==> src/gpx_defines.svh <==
// Constants for the general-purpose I/O port with external interrupts.
// Assumes it is included by its bare name from the package and the port.
`ifndef GPX_DEFINES_SVH
`define GPX_DEFINES_SVH

// ============================================================
// Bus address width and register byte offsets
`define GPX_AW            8
`define GPX_OFF_DATA      8'h00
`define GPX_OFF_DIR       8'h04
`define GPX_OFF_OPT       8'h08
`define GPX_OFF_SENS      8'h0c
`define GPX_OFF_PEND      8'h10
`define GPX_OFF_MASK      8'h14
`define GPX_OFF_LEVEL     8'h18

// ============================================================
// Reset values
`define GPX_RST_DATA      8'h00
`define GPX_RST_DIR       8'h08
`define GPX_RST_OPT       8'h02
`define GPX_RST_SENS      16'h0000
`define GPX_RST_MASK      8'h00

// ============================================================
// Sensitivity codes, two bits per vector
`define GPX_SENS_FALL_LOW 2'h0
`define GPX_SENS_RISE     2'h1
`define GPX_SENS_FALL     2'h2
`define GPX_SENS_BOTH     2'h3

// ============================================================
// AXI4-Lite response codes
`define GPX_RESP_OKAY     2'h0
`define GPX_RESP_SLVERR   2'h2

`endif

==> src/gpx_pkg.sv <==
// Types shared by the I/O port and its bus wiring.
// Assumes gpx_defines.svh sits in the same folder.
`include "gpx_defines.svh"

package gpx_pkg;

    // ============================================================
    // AXI4-Lite channels, master to slave
    typedef struct packed {
        logic [`GPX_AW-1:0] awaddr;
        logic               awvalid;
        logic [31:0]        wdata;
        logic [3:0]         wstrb;
        logic               wvalid;
        logic               bready;
        logic [`GPX_AW-1:0] araddr;
        logic               arvalid;
        logic               rready;
    } gpx_axi_req_s;

    // ============================================================
    // AXI4-Lite channels, slave to master
    typedef struct packed {
        logic               awready;
        logic               wready;
        logic               bvalid;
        logic [1:0]         bresp;
        logic               arready;
        logic               rvalid;
        logic [31:0]        rdata;
        logic [1:0]         rresp;
    } gpx_axi_rsp_s;

endpackage

==> src/gpx_sync.sv <==
// Two-flop synchroniser for a bus of independent level inputs.
// Assumes each bit is a slow level; no bus coherency is offered.
`timescale 1ns/1ps
`default_nettype none

module gpx_sync #(
    parameter int          W   = 6,
    parameter logic [W-1:0] RST = '1
) (
    input  wire logic         clk_i,
    input  wire logic         rst_n_i,
    input  wire logic [W-1:0] d_i,
    output logic      [W-1:0] q_o
);

    logic [W-1:0] meta;

    // ============================================================
    // First stage feeds only the second stage
    always_ff @(posedge clk_i or negedge rst_n_i) begin
        if (!rst_n_i) begin
            meta <= RST;
            q_o  <= RST;
        end else begin
            meta <= d_i;
            q_o  <= meta;
        end
    end

endmodule

`default_nettype wire

==> src/gpx_port.sv <==
// I/O port with per-pin direction, option and data latch, and external
// interrupt detection per vector, reached over AXI4-Lite.
// Assumes pads are resolved outside from pad_o / pad_oe_n, and the CPU
// pulses vec_ack_i for one cycle when it fetches a vector.
`timescale 1ns/1ps
`default_nettype none
`include "gpx_defines.svh"

module gpx_port
    import gpx_pkg::*;
#(
    parameter int                    NPINS    = 6,
    parameter int                    NVEC     = 6,
    parameter int                    OUT_ONLY = 3,
    parameter logic [NPINS*3-1:0]    VEC_MAP  = 18'h2c688
) (
    input  wire logic               clk_i,
    input  wire logic               rst_n_i,
    input  wire gpx_pkg::gpx_axi_req_s axi_req_i,
    output gpx_pkg::gpx_axi_rsp_s   axi_rsp_o,
    input  wire logic [NPINS-1:0]   pad_i,
    output logic      [NPINS-1:0]   pad_o,
    output logic      [NPINS-1:0]   pad_oe_n_o,
    output logic      [NPINS-1:0]   pull_up_o,
    input  wire logic [NVEC-1:0]    vec_ack_i,
    output logic      [NVEC-1:0]    irq_req_o,
    output logic                    irq_o
);

    import gpx_pkg::*;

    localparam logic [7:0]  RST_DATA = `GPX_RST_DATA;
    localparam logic [7:0]  RST_DIR  = `GPX_RST_DIR;
    localparam logic [7:0]  RST_OPT  = `GPX_RST_OPT;
    localparam logic [15:0] RST_SENS = `GPX_RST_SENS;
    localparam logic [7:0]  RST_MASK = `GPX_RST_MASK;

    // ============================================================
    // All state of the port but the reset and pin synchronisers
    typedef struct packed {
        logic [NPINS-1:0]   latch;
        logic [NPINS-1:0]   dir;
        logic [NPINS-1:0]   opt;
        logic [2*NVEC-1:0]  sens;
        logic [NVEC-1:0]    pend;
        logic [NVEC-1:0]    mask;
        logic [NVEC-1:0]    det_prev;
        logic               aw_got;
        logic [`GPX_AW-1:0] awaddr;
        logic               w_got;
        logic [31:0]        wdata;
        logic [3:0]         wstrb;
        logic               awready;
        logic               wready;
        logic               bvalid;
        logic [1:0]         bresp;
        logic               arready;
        logic               rvalid;
        logic [31:0]        rdata;
        logic [1:0]         rresp;
        logic [NPINS-1:0]   pad_o;
        logic [NPINS-1:0]   pad_oe_n;
        logic [NPINS-1:0]   pull_up;
        logic [NVEC-1:0]    irq_req;
        logic               irq;
    } gpx_state_s;

    gpx_state_s       s;
    gpx_state_s       next_s;
    logic [1:0]       rst_sync;
    logic             rst_n;
    logic [NPINS-1:0] pin;

    // ============================================================
    // Expand byte strobes into a bit mask
    function automatic logic [31:0] strb_mask(input logic [3:0] strb);
        logic [31:0] m;
        m = '0;
        for (int b = 0; b < 4; b++) begin
            m[b*8 +: 8] = {8{strb[b]}};
        end
        return m;
    endfunction

    // Does pin p belong to vector v
    function automatic logic on_vec(input int p, input int v);
        return VEC_MAP[p*3 +: 3] == v[2:0];
    endfunction

    // Is the address one of ours
    function automatic logic mapped(input logic [`GPX_AW-1:0] a);
        return a == `GPX_OFF_DATA || a == `GPX_OFF_DIR ||
               a == `GPX_OFF_OPT  || a == `GPX_OFF_SENS ||
               a == `GPX_OFF_PEND || a == `GPX_OFF_MASK ||
               a == `GPX_OFF_LEVEL;
    endfunction

    // ============================================================
    // Reset release through two flops; assertion stays asynchronous
    always_ff @(posedge clk_i or negedge rst_n_i) begin
        if (!rst_n_i) begin
            rst_sync <= 2'h0;
        end else begin
            rst_sync <= {rst_sync[0], 1'b1};
        end
    end
    assign rst_n = rst_sync[1];

    // ============================================================
    // Pads come from outside the clock domain
    gpx_sync #(
        .W   (NPINS),
        .RST ({NPINS{1'b1}})
    ) u_pin_sync (
        .clk_i   (clk_i),
        .rst_n_i (rst_n),
        .d_i     (pad_i),
        .q_o     (pin)
    );

    // ============================================================
    // Next state: bus slave, registers, detectors, pad drive
    always_comb begin
        logic [NPINS-1:0] int_en;
        logic [NVEC-1:0]  lvl;
        logic [NVEC-1:0]  evt;
        logic [NVEC-1:0]  clr;
        logic [31:0]      wm;
        logic [31:0]      wd;
        logic             wr;
        logic [31:0]      rd;
        logic [2*NVEC-1:0] new_sens;
        logic [1:0]       code;
        int_en   = '0;
        lvl      = '0;
        evt      = '0;
        clr      = '0;
        wm       = strb_mask(s.wstrb);
        wd       = s.wdata;
        wr       = s.aw_got & s.w_got & ~s.bvalid;
        rd       = '0;
        new_sens = s.sens;
        code     = 2'h0;
        next_s   = s;

        // Write address and data may arrive in either order
        if (axi_req_i.awvalid && s.awready) begin
            next_s.aw_got = 1'b1;
            next_s.awaddr = axi_req_i.awaddr;
        end
        if (axi_req_i.wvalid && s.wready) begin
            next_s.w_got = 1'b1;
            next_s.wdata = axi_req_i.wdata;
            next_s.wstrb = axi_req_i.wstrb;
        end
        if (s.bvalid && axi_req_i.bready) begin
            next_s.bvalid = 1'b0;
        end

        // Register writes once both halves are held
        if (wr) begin
            next_s.aw_got = 1'b0;
            next_s.w_got  = 1'b0;
            next_s.bvalid = 1'b1;
            next_s.bresp  = mapped(s.awaddr) ? `GPX_RESP_OKAY
                                             : `GPX_RESP_SLVERR;
            unique case (s.awaddr)
                `GPX_OFF_DATA: begin
                    next_s.latch = (s.latch & ~wm[NPINS-1:0]) |
                                   (wd[NPINS-1:0] & wm[NPINS-1:0]);
                end
                `GPX_OFF_DIR: begin
                    next_s.dir = (s.dir & ~wm[NPINS-1:0]) |
                                 (wd[NPINS-1:0] & wm[NPINS-1:0]);
                end
                `GPX_OFF_OPT: begin
                    next_s.opt = (s.opt & ~wm[NPINS-1:0]) |
                                 (wd[NPINS-1:0] & wm[NPINS-1:0]);
                end
                `GPX_OFF_SENS: begin
                    new_sens = (s.sens & ~wm[2*NVEC-1:0]) |
                               (wd[2*NVEC-1:0] & wm[2*NVEC-1:0]);
                    next_s.sens = new_sens;
                end
                `GPX_OFF_PEND: begin
                    clr = wd[NVEC-1:0] & wm[NVEC-1:0];
                end
                `GPX_OFF_MASK: begin
                    next_s.mask = (s.mask & ~wm[NVEC-1:0]) |
                                  (wd[NVEC-1:0] & wm[NVEC-1:0]);
                end
                default: begin
                end
            endcase
        end

        // The output-only pin cannot be turned into an input
        next_s.dir[OUT_ONLY] = 1'b1;

        // Reads answer the cycle after the address is taken
        if (s.rvalid && axi_req_i.rready) begin
            next_s.rvalid = 1'b0;
        end
        if (axi_req_i.arvalid && s.arready) begin
            unique case (axi_req_i.araddr)
                `GPX_OFF_DATA: begin
                    rd[NPINS-1:0] = (s.dir & s.latch) | (~s.dir & pin);
                end
                `GPX_OFF_DIR:   rd[NPINS-1:0]  = s.dir;
                `GPX_OFF_OPT:   rd[NPINS-1:0]  = s.opt;
                `GPX_OFF_SENS:  rd[2*NVEC-1:0] = s.sens;
                `GPX_OFF_PEND:  rd[NVEC-1:0]   = s.pend;
                `GPX_OFF_MASK:  rd[NVEC-1:0]   = s.mask;
                `GPX_OFF_LEVEL: rd[NPINS-1:0]  = pin;
                default:        rd = '0;
            endcase
            next_s.rvalid = 1'b1;
            next_s.rdata  = rd;
            next_s.rresp  = mapped(axi_req_i.araddr) ? `GPX_RESP_OKAY
                                                     : `GPX_RESP_SLVERR;
        end

        // Detector inputs: disabled pins read as one, so a low enabled
        // pin can hold the whole vector low and hide its neighbours
        int_en = ~s.dir & s.opt;
        for (int v = 0; v < NVEC; v++) begin
            lvl[v] = 1'b1;
            for (int p = 0; p < NPINS; p++) begin
                if (on_vec(p, v) && int_en[p]) begin
                    lvl[v] = lvl[v] & pin[p];
                end
            end
            code = s.sens[v*2 +: 2];
            unique case (code)
                `GPX_SENS_FALL_LOW: evt[v] = ~lvl[v];
                `GPX_SENS_RISE:     evt[v] = lvl[v] & ~s.det_prev[v];
                `GPX_SENS_FALL:     evt[v] = ~lvl[v] & s.det_prev[v];
                default:            evt[v] = lvl[v] ^ s.det_prev[v];
            endcase
            if (new_sens[v*2 +: 2] != s.sens[v*2 +: 2]) begin
                clr[v] = 1'b1;
            end
        end
        next_s.det_prev = lvl;
        clr = clr | vec_ack_i;

        // A new event outweighs a clear in the same cycle
        next_s.pend = (s.pend & ~clr) | evt;

        // Bus readiness follows the held halves and open answers
        next_s.awready = ~next_s.aw_got & ~next_s.bvalid;
        next_s.wready  = ~next_s.w_got & ~next_s.bvalid;
        next_s.arready = ~next_s.rvalid;

        // Pad drive from the settled registers
        next_s.pad_o    = next_s.latch;
        next_s.pad_oe_n = ~(next_s.dir &
                            (next_s.opt | ~next_s.latch));
        next_s.pull_up  = ~next_s.dir & next_s.opt;
        next_s.irq_req  = next_s.pend;
        next_s.irq      = |(next_s.pend & next_s.mask);
    end

    // ============================================================
    // State register; detectors start high so reset gives no edge
    always_ff @(posedge clk_i or negedge rst_n) begin
        if (!rst_n) begin
            s          <= '0;
            s.latch    <= RST_DATA[NPINS-1:0];
            s.dir      <= RST_DIR[NPINS-1:0];
            s.opt      <= RST_OPT[NPINS-1:0];
            s.sens     <= RST_SENS[2*NVEC-1:0];
            s.mask     <= RST_MASK[NVEC-1:0];
            s.det_prev <= '1;
            s.pad_oe_n <= '1;
        end else begin
            s <= next_s;
        end
    end

    // ============================================================
    // Outputs straight from the state register
    assign axi_rsp_o.awready = s.awready;
    assign axi_rsp_o.wready  = s.wready;
    assign axi_rsp_o.bvalid  = s.bvalid;
    assign axi_rsp_o.bresp   = s.bresp;
    assign axi_rsp_o.arready = s.arready;
    assign axi_rsp_o.rvalid  = s.rvalid;
    assign axi_rsp_o.rdata   = s.rdata;
    assign axi_rsp_o.rresp   = s.rresp;
    assign pad_o             = s.pad_o;
    assign pad_oe_n_o        = s.pad_oe_n;
    assign pull_up_o         = s.pull_up;
    assign irq_req_o         = s.irq_req;
    assign irq_o             = s.irq;

endmodule

`default_nettype wire

==> config.mk <==
export PLATFORM = sky130hd
export DESIGN_NAME = gpx_port
export DESIGN_NICKNAME = d
export VERILOG_FILES = /design/src/gpx_pkg.sv /design/src/gpx_sync.sv /design/src/gpx_port.sv
export VERILOG_INCLUDE_DIRS = /design/src
export SDC_FILE = /design/constraint.sdc
export NUM_CORES = 1
export LEC_CHECK = 0
export BUFFER_PORTS_ARGS = -buffer_cell sky130_fd_sc_hd__clkbuf_2
export CORE_MARGIN = 2
export CORE_UTILIZATION = 49
export DETAILED_ROUTE_END_ITERATION = 8
export HOLD_SLACK_MARGIN = 0.03
export MAX_ROUTING_LAYER = met4
export PLACE_DENSITY = 0.7
export SYNTH_ARGS = -nofsm -noshare
export SYNTH_HDL_FRONTEND = slang
export SYNTH_HIERARCHICAL = 1
export SYNTH_SLANG_ARGS = --single-unit
==> constraint.sdc <==
create_clock -name clk_i -period 8.4 [get_ports clk_i]
set_clock_uncertainty 0.2 [all_clocks]
set_input_delay 0.42 -clock clk_i [delete_from_list [all_inputs] [get_ports clk_i]]
set_output_delay 0.42 -clock clk_i [all_outputs]
set_load 0.02 [all_outputs]
==> results of run 1 <==
[cells by family (layout without fill, tap and decap cells)]
group,count (synthesis),count (layout)
fa+ha+maj,10,10
buf+inv,108,160
simple gates,93,93
mux,72,72
flops,115,115
other cells,2,24
xor+xnor,12,12
compound gates,53,53
[worst register-to-register path: stages, from the launching register on]
cell     delay, ns
dfrtp_1       0.42
nor3b_1       0.40
inv_1         0.13
ha_1          0.30
inv_1         0.04
mux4_2        0.45
a21o_1        0.20
a22oi_1       0.18
nand4_1       0.11
[worst paths after layout]
kind,start,end,cells past startpoint,slack (ns)
worst max register to register,s[153]$_DFF_PN0_,irq_o$_DFF_PN0_,8,5.84
worst min-delay path,axi_req_i[55],s[109]$_DFFE_PN0P_,2,0.05
min in group asynchronous,rst_sync[1]$_DFF_PN0_,s[150]$_DFF_PN0_,0,0.06
worst max-delay path,s[153]$_DFF_PN0_,irq_o$_DFF_PN0_,8,5.84
max in group asynchronous,rst_sync[1]$_DFF_PN0_,pull_up_o[1]$_DFF_PN0_,1,6.59
worst min register to register,rst_sync[1]$_DFF_PN0_,s[150]$_DFF_PN0_,0,0.06
[Yosys cell counts, types with 6 or more instances]
cell,n,area share
buf_4,66,0.089
mux4_2,10,0.040
nand2_1,39,0.026
nor2_1,10,0.0067
clkbuf_1,12,0.0081
a21oi_1,10,0.0090
xnor2_1,8,0.013
nor2b_1,10,0.011
mux2_2,50,0.10
mux2i_1,11,0.020
dfrtp_1,91,0.41
inv_1,28,0.019
a22o_1,6,0.0094
o21ai_1,7,0.0063
o21ai_0,12,0.011
ha_1,10,0.022
dfstp_2,24,0.11
[state kept, by name, indices dropped and copies added, names as in the netlist, 5 cells and up]
register	cells
axi_rsp_o	19
irq_req_o	6
pad_o	6
pad_oe_n_o	6
pull_up_o	5
s	58
u_pin_sync/meta	6
u_pin_sync/q_o	6
[stage by stage]
stage,instance area (um2),utilization,instances,setup WS [ns],total power [uW]
2_1_floorplan,5670,-,487,4.80,1040
3_3_place_gp,5750,0.524,639,6.01,1080
3_5_place_dp,5750,0.524,639,5.94,1100
4_1_cts,6450,0.588,679,5.85,1850
5_1_grt,6450,0.588,679,5.67,1930
6_report,6450,0.588,679,5.84,1830
[repair_timing]
item                                    4_1_cts  5_1_grt
endpoints found under the setup margin        0        0
buffers inserted                              0        0
hold buffers                                  8        0
endpoints found under the hold margin         9        0
[area by class of cell]
cell class	count	area, um2
Fill cell	892	4530
Sequential cell	115	2910
Multi-Input combinational cell	264	2100
Timing Repair Buffer	100	543
Clock buffer	23	498
Tap cell	140	175
Clock inverter	9	125
Inverter	28	105
[per-layer routing]
metal / vias up / part of all wire / track usage
li1: 1629 / - / -
met1: 1782 / 0.43 / 0.257
met2: 133 / 0.49 / 0.312
met3: 14 / 0.065 / 0.0476
met4: 0 / 0.013 / 0.0575
met5: - / 0 / -
[report_power, final]
part	total, uW	switching [uW]	internal [uW]
clock	741	237	504
combinational	302	148	154
sequential	788	125	663
==> summary.md, run 1 <==
| Metric | Value |
|---|---|
| Post-Synth Simple-Gate Area | `0.0925` |
| CP Buf/Inv Count | `2` |
| Mux share of post-synthesis cell area | `0.163` |
| Core Box Area | `11000 um2` |
| Top_reg_cell synth | `dfrtp_1` |
| Syn Area/Cell | `12.0 um2` |
| Compound-gate portion of the synthesized area | `0.0627` |
| GR Util All Layers | `0.198` |
| Final setup viols | `0` |
| Crit-path slowest cell | `mux4_2` |
| Layout cells sized above 1 | `0.403` |
| Critical Path AT | `2.63 ns` |
| Synthesized-area fraction occupied by adder cells | `0.0224` |
| Setup TNS | `0 ns` |
| GRT overflow | `0` |
| Fin nets | `607` |
| Worst slew pin tran | `1.01 ns` |
| ANT nets after route | `0` |
| Seq/Total Area, Yosys | `0.521` |
| TritonCTS Sinks | `115` |
| # IOs | `137` |
| N_diodes | `0` |
| Vias in the first global route | `3644` |
| DIE HEIGHT | `111 um` |
| CP peak stage delay | `0.45 ns` |
| Pin count of the biggest net entering global routing | `83` |
| Commonest non-fill, non-tap cell in the layout | `clkbuf_2` |
| Largest family of logic cells by synthesized area | `multiplexers` |
| Max cap viols | `0` |
| Synth warn | `6` |
| Drt initial violations | `203` |
| Routed vias/inst | `5.24` |
| Most frequent CP cell | `inv_1` |
| Final slew viol count | `0` |
| Peak VDD IR | `0.000182 V` |
| Area of the mapped netlist | `5580 um2` |
| Setup Crit Path Kind | `register to register` |
| Cell count after synthesis | `465` |
| Initial antenna violation count | `0` |
| Final HPWL DP | `7760 um` |
| Most frequent cells in the layout | `91 x clkbuf_2, 90 x dfrtp_1, 50 x mux2_2` |
| CTS Root Buffer Type | `clkbuf_16` |
| First-pass GRT wire length | `18500 um` |
| Async S/R FF share, synth | `1.00` |
| Placer Congestion | `0.824` |
| # DRC | `0` |
| CP delay by family, top | `simple AND/OR/NAND/NOR gates` |
| Crit Path Max Fanout | `5` |
| Critical Path End Type | `register` |
| Yosys cell types | `50` |
| CTS resizes | `0` |
| RSZ-0062 raised after global routing | `false` |
| Leak | `0.00329 uW` |
| Routed wire length | `11200 um` |
| Initial cell density of the core | `0.508` |
| Worst-Skew Late Latency | `0.40 ns` |
| CTS buffer count | `17` |
| Worst-path cell chain | `nor3b_1, inv_1, ha_1, inv_1, mux4_2, a21o_1, a22oi_1, nand4_1` |
| Max Root-Sink Buffers | `2` |
| WL/cell | `16.4 um` |
| Fin crit period | `2.56 ns` |
| Final-report hold violation count | `0` |
| Worst-path clk slew | `0.05 ns` |
| Die area | `12300 um2` |
| Final worst path period share | `0.305` |
| Synth Register Bits | `115` |
| Slew margin rel. | `0.327` |
| Hold WC Path Type | `input port to register` |
| Startpoint Class | `register` |
| Worst Path Required | `8.46 ns` |
| H-tree depth | `4` |
| Xor/xnor share of the synthesized area | `0.0188` |
| Max Clk Rate | `0.390 GHz` |
| P&R area growth vs syn | `15.6%` |
| Status | `finished, final reports clean` |
| CTS tree | `done` |
| Port-buffer cells | `91` |
| WHS | `0.0485 ns` |
| Pwr per Cell Area | `284 nW/um2` |
| FP Rows | `38` |
| DRT Pass-1 Iters | `4` |
| Vias post-DR | `3558` |
| Count of flip-flops with a built-in enable after synthesis | `0` |
| Die W | `111 um` |
Power figures use the tool's default switching activity.
==> run 2, diff against run 1 <==
--- a/config.mk
+++ b/config.mk
@@ -8,11 +8,11 @@
 export LEC_CHECK = 0
 export BUFFER_PORTS_ARGS = -buffer_cell sky130_fd_sc_hd__clkbuf_2
 export CORE_MARGIN = 2
-export CORE_UTILIZATION = 49
+export CORE_UTILIZATION = 48
 export DETAILED_ROUTE_END_ITERATION = 8
 export HOLD_SLACK_MARGIN = 0.03
 export MAX_ROUTING_LAYER = met4
-export PLACE_DENSITY = 0.7
+export PLACE_DENSITY = 0.72
 export SYNTH_ARGS = -nofsm -noshare
 export SYNTH_HDL_FRONTEND = slang
 export SYNTH_HIERARCHICAL = 1
==> constraint.sdc (replaced) <==
create_clock -name clk_i -period 2.2 [get_ports clk_i]
set_clock_uncertainty 0.2 [all_clocks]
set_input_delay 0.11 -clock clk_i [delete_from_list [all_inputs] [get_ports clk_i]]
set_output_delay 0.11 -clock clk_i [all_outputs]
set_load 0.02 [all_outputs]
==> run 2 against run 1 <==
Compared with the run above:
- the flow now finishes with violations (setup timing)
- largest cell class unchanged
- combinational power rose to 4.7 times the previous value
- clock power rose to 3.5 times the previous value
- first-iteration DRC count fell by 19%
- critical path depth fell by 1
- via count rose by 7.1%
- count of clock-buffer cells in the layout fell by 6
- sequential share of layout area fell by 3.8 points
- register-to-register slack got worse by 5.9 ns
- worst hold slack improved by 0.047 ns
- largest power group unchanged
- die area rose by 2.0%
- wire length rose by 7.2%
==> summary.md, run 2 (synthesis results as in run 1) <==
| Metric | Value |
|---|---|
| Initial antenna violation count | `0 (unchanged)` |
| CP delay by family, top | `flip-flops` |
| Final setup margin | `-0.0295 ns (-5.87 ns)` |
| Sequential Power Share | `0.427 (-0.003)` |
| Setup TNS | `-0.0295 ns (-0.0295 ns)` |
| CTS tree | `done` |
| GRT overflow | `0 (unchanged)` |
| Drt initial violations | `165 (-19%)` |
| Commonest non-fill, non-tap cell in the layout | `clkbuf_2` |
| Largest register FFs | `58 (unchanged)` |
| Initial cell density of the core | `0.491 (-0.0173)` |
| Crit path from | `s[143]$_DFF_PN1_` |
| Routed vias/inst | `5.08 (-3.0%)` |
| P&R area growth vs syn | `26.2%` |
| Final HPWL DP | `8300 um (+6.9%)` |
| Int Power | `4840 uW (+270%)` |
| Fin nets | `675 (+11%)` |
| Setup Crit Path Kind | `register to register` |
| Placer Congestion | `0.840 (+1.9%)` |
| Peak VDD IR | `0.000664 V (+260%)` |
| Die area | `12500 um2 (+2.0%)` |
| Switching power share of the total | `0.305 (+0.0264)` |
| Die W | `112 um (+1.0%)` |
| Worst Path Required | `2.29 ns (-6.17 ns)` |
| CTS buffer count | `17 (unchanged)` |
| CTS Root Buffer Type | `clkbuf_16` |
| Pwr per Cell Area | `988 nW/um2 (+250%)` |
| Max Clk Rate | `0.449 GHz (+15%)` |
| Vias post-DR | `3812 (+7.1%)` |
| P_sw | `2130 uW (+320%)` |
| DIE HEIGHT | `112 um (+1.0%)` |
| Worst-path clk slew | `0.06 ns (about the same)` |
| Most frequent cells in the layout | `91 x clkbuf_2, 90 x dfrtp_1, 50 x mux2_2` |
| Pin count of the biggest net entering global routing | `55 (-34%)` |
| Dpl cells | `666 (+4.2%)` |
| Final worst path period share | `1.01 (+0.708)` |
| Vias in the first global route | `4090 (+12%)` |
| # IOs | `137 (unchanged)` |
| Layout Cells excl Fill | `750 (+10%)` |
| Final setup viols | `1 (+1)` |
| Hold WC Path Type | `register to async pin` |
| Max Root-Sink Buffers | `2 (unchanged)` |
| Failing checks | `setup timing` |
| Critical Path End Type | `register` |
| H-tree depth | `4 (unchanged)` |
| GR Util All Layers | `0.211 (+0.0125)` |
| Layout cells sized above 1 | `0.418 (+0.0159)` |
| Core Box Area | `11400 um2 (+3.5%)` |
| First-pass GRT wire length | `19700 um (+6.7%)` |
| Reg-to-reg startpoint | `s[143]$_DFF_PN1_` |
| N_diodes | `0 (unchanged)` |
| Status | `complete, but fails checks` |
| Port-buffer cells | `91 (unchanged)` |
| ANT nets after route | `0 (unchanged)` |
| DRT Pass-1 Iters | `4 (unchanged)` |
| FP Rows | `39 (+2.6%)` |
| # DRC | `0 (unchanged)` |
| Crit-path slowest cell | `dfstp_2` |
| Clk pwr share | `0.369 (-0.036)` |
| WL/cell | `15.9 um (-3.0%)` |
| Startpoint Class | `register` |
| Fin crit period | `2.23 ns (-0.334 ns)` |
| Final-report hold violation count | `0 (unchanged)` |
| Leak | `0.00356 uW (+8.3%)` |
| Crit Path Max Fanout | `3 (-2)` |
| Max cap viols | `0 (unchanged)` |
| RSZ-0062 raised after global routing | `true` |
| Worst-Skew Late Latency | `0.42 ns (+0.02 ns)` |
| CP Buf/Inv Count | `1 (-1)` |
| Biggest register | `s` |
| Critical Path AT | `2.32 ns (-0.31 ns)` |
| CP peak stage delay | `0.54 ns (+0.09 ns)` |
| Worst-path cell chain | `nand2_2, ha_1, inv_1, mux4_2, a41o_1, a22oi_2, nand4_1` |
| Combinational share of power | `0.204 (+0.039)` |
| Routed wire length | `12000 um (+7.2%)` |
| Final slew viol count | `0 (unchanged)` |
| TritonCTS Sinks | `115 (unchanged)` |
## run 2: layout make-up
cell class	instances	area (um2)
Timing Repair Buffer	168	1160
Clock buffer	17	425
Inverter	28	105
Fill cell	896	4320
Tap cell	143	179
Multi-Input combinational cell	264	2130
Clock inverter	15	135
Sequential cell	115	2910
## run 2: final timing paths
kind | endpoint | slack [ns] | cells after the start
worst min register to register | s[153]$_DFF_PN0_ | 0.1 | 0
worst max-delay path | irq_o$_DFF_PN0_ | -0.03 | 7
worst max register to register | irq_o$_DFF_PN0_ | -0.03 | 7
worst min-delay path | s[153]$_DFF_PN0_ | 0.1 | 0
max in group asynchronous | u_pin_sync/meta[2]$_DFF_PN1_ | 0.97 | 1
min in group clk_i | axi_rsp_o[6]$_DFFE_PN0P_ | 0.10 | 3
## run 2: power groups by stage
stage               Sequential, uW  Clock, uW  Combinational (uW)
floorplan                     2850          0                1120
global placement              2970          0                1270
detailed placement            3000          0                1320
CTS                           2970       2620                1410
global route                  3040       2710                1550
finish                        2970       2570                1420
## run 2: what timing repair did
item / CTS / global route
hold buffers: 47 / 0
buffers inserted: 2 / 3
endpoints found under the setup margin: 1 / 12
pin swaps: 2 / 2
endpoints found under the hold margin: 57 / 0
gates resized for setup: 1 / 6
gates cloned: 0 / 0
## run 2: stage by stage
step	worst slack, ns	utilization	area [um2]	total power (uW)	hold WS [ns]
after floorplan	0.0790	-	5670	3970	-0.386
after global placement	0.00731	0.524	5950	4240	-0.301
after detailed placement	-0.0473	0.524	5950	4320	-0.300
after CTS	-0.0339	0.616	7000	7000	0.0891
after global routing	-0.159	0.620	7050	7310	0.121
final	-0.0295	0.620	7050	6960	0.0952
## run 2: metal layers
metal  part of all wire  track usage  vias up
met2               0.50        0.339      113
li1                   -            -     1774
met3              0.044       0.0479       20
met5                  0            -        -
met4              0.020       0.0864        0
met1               0.44        0.259     1905
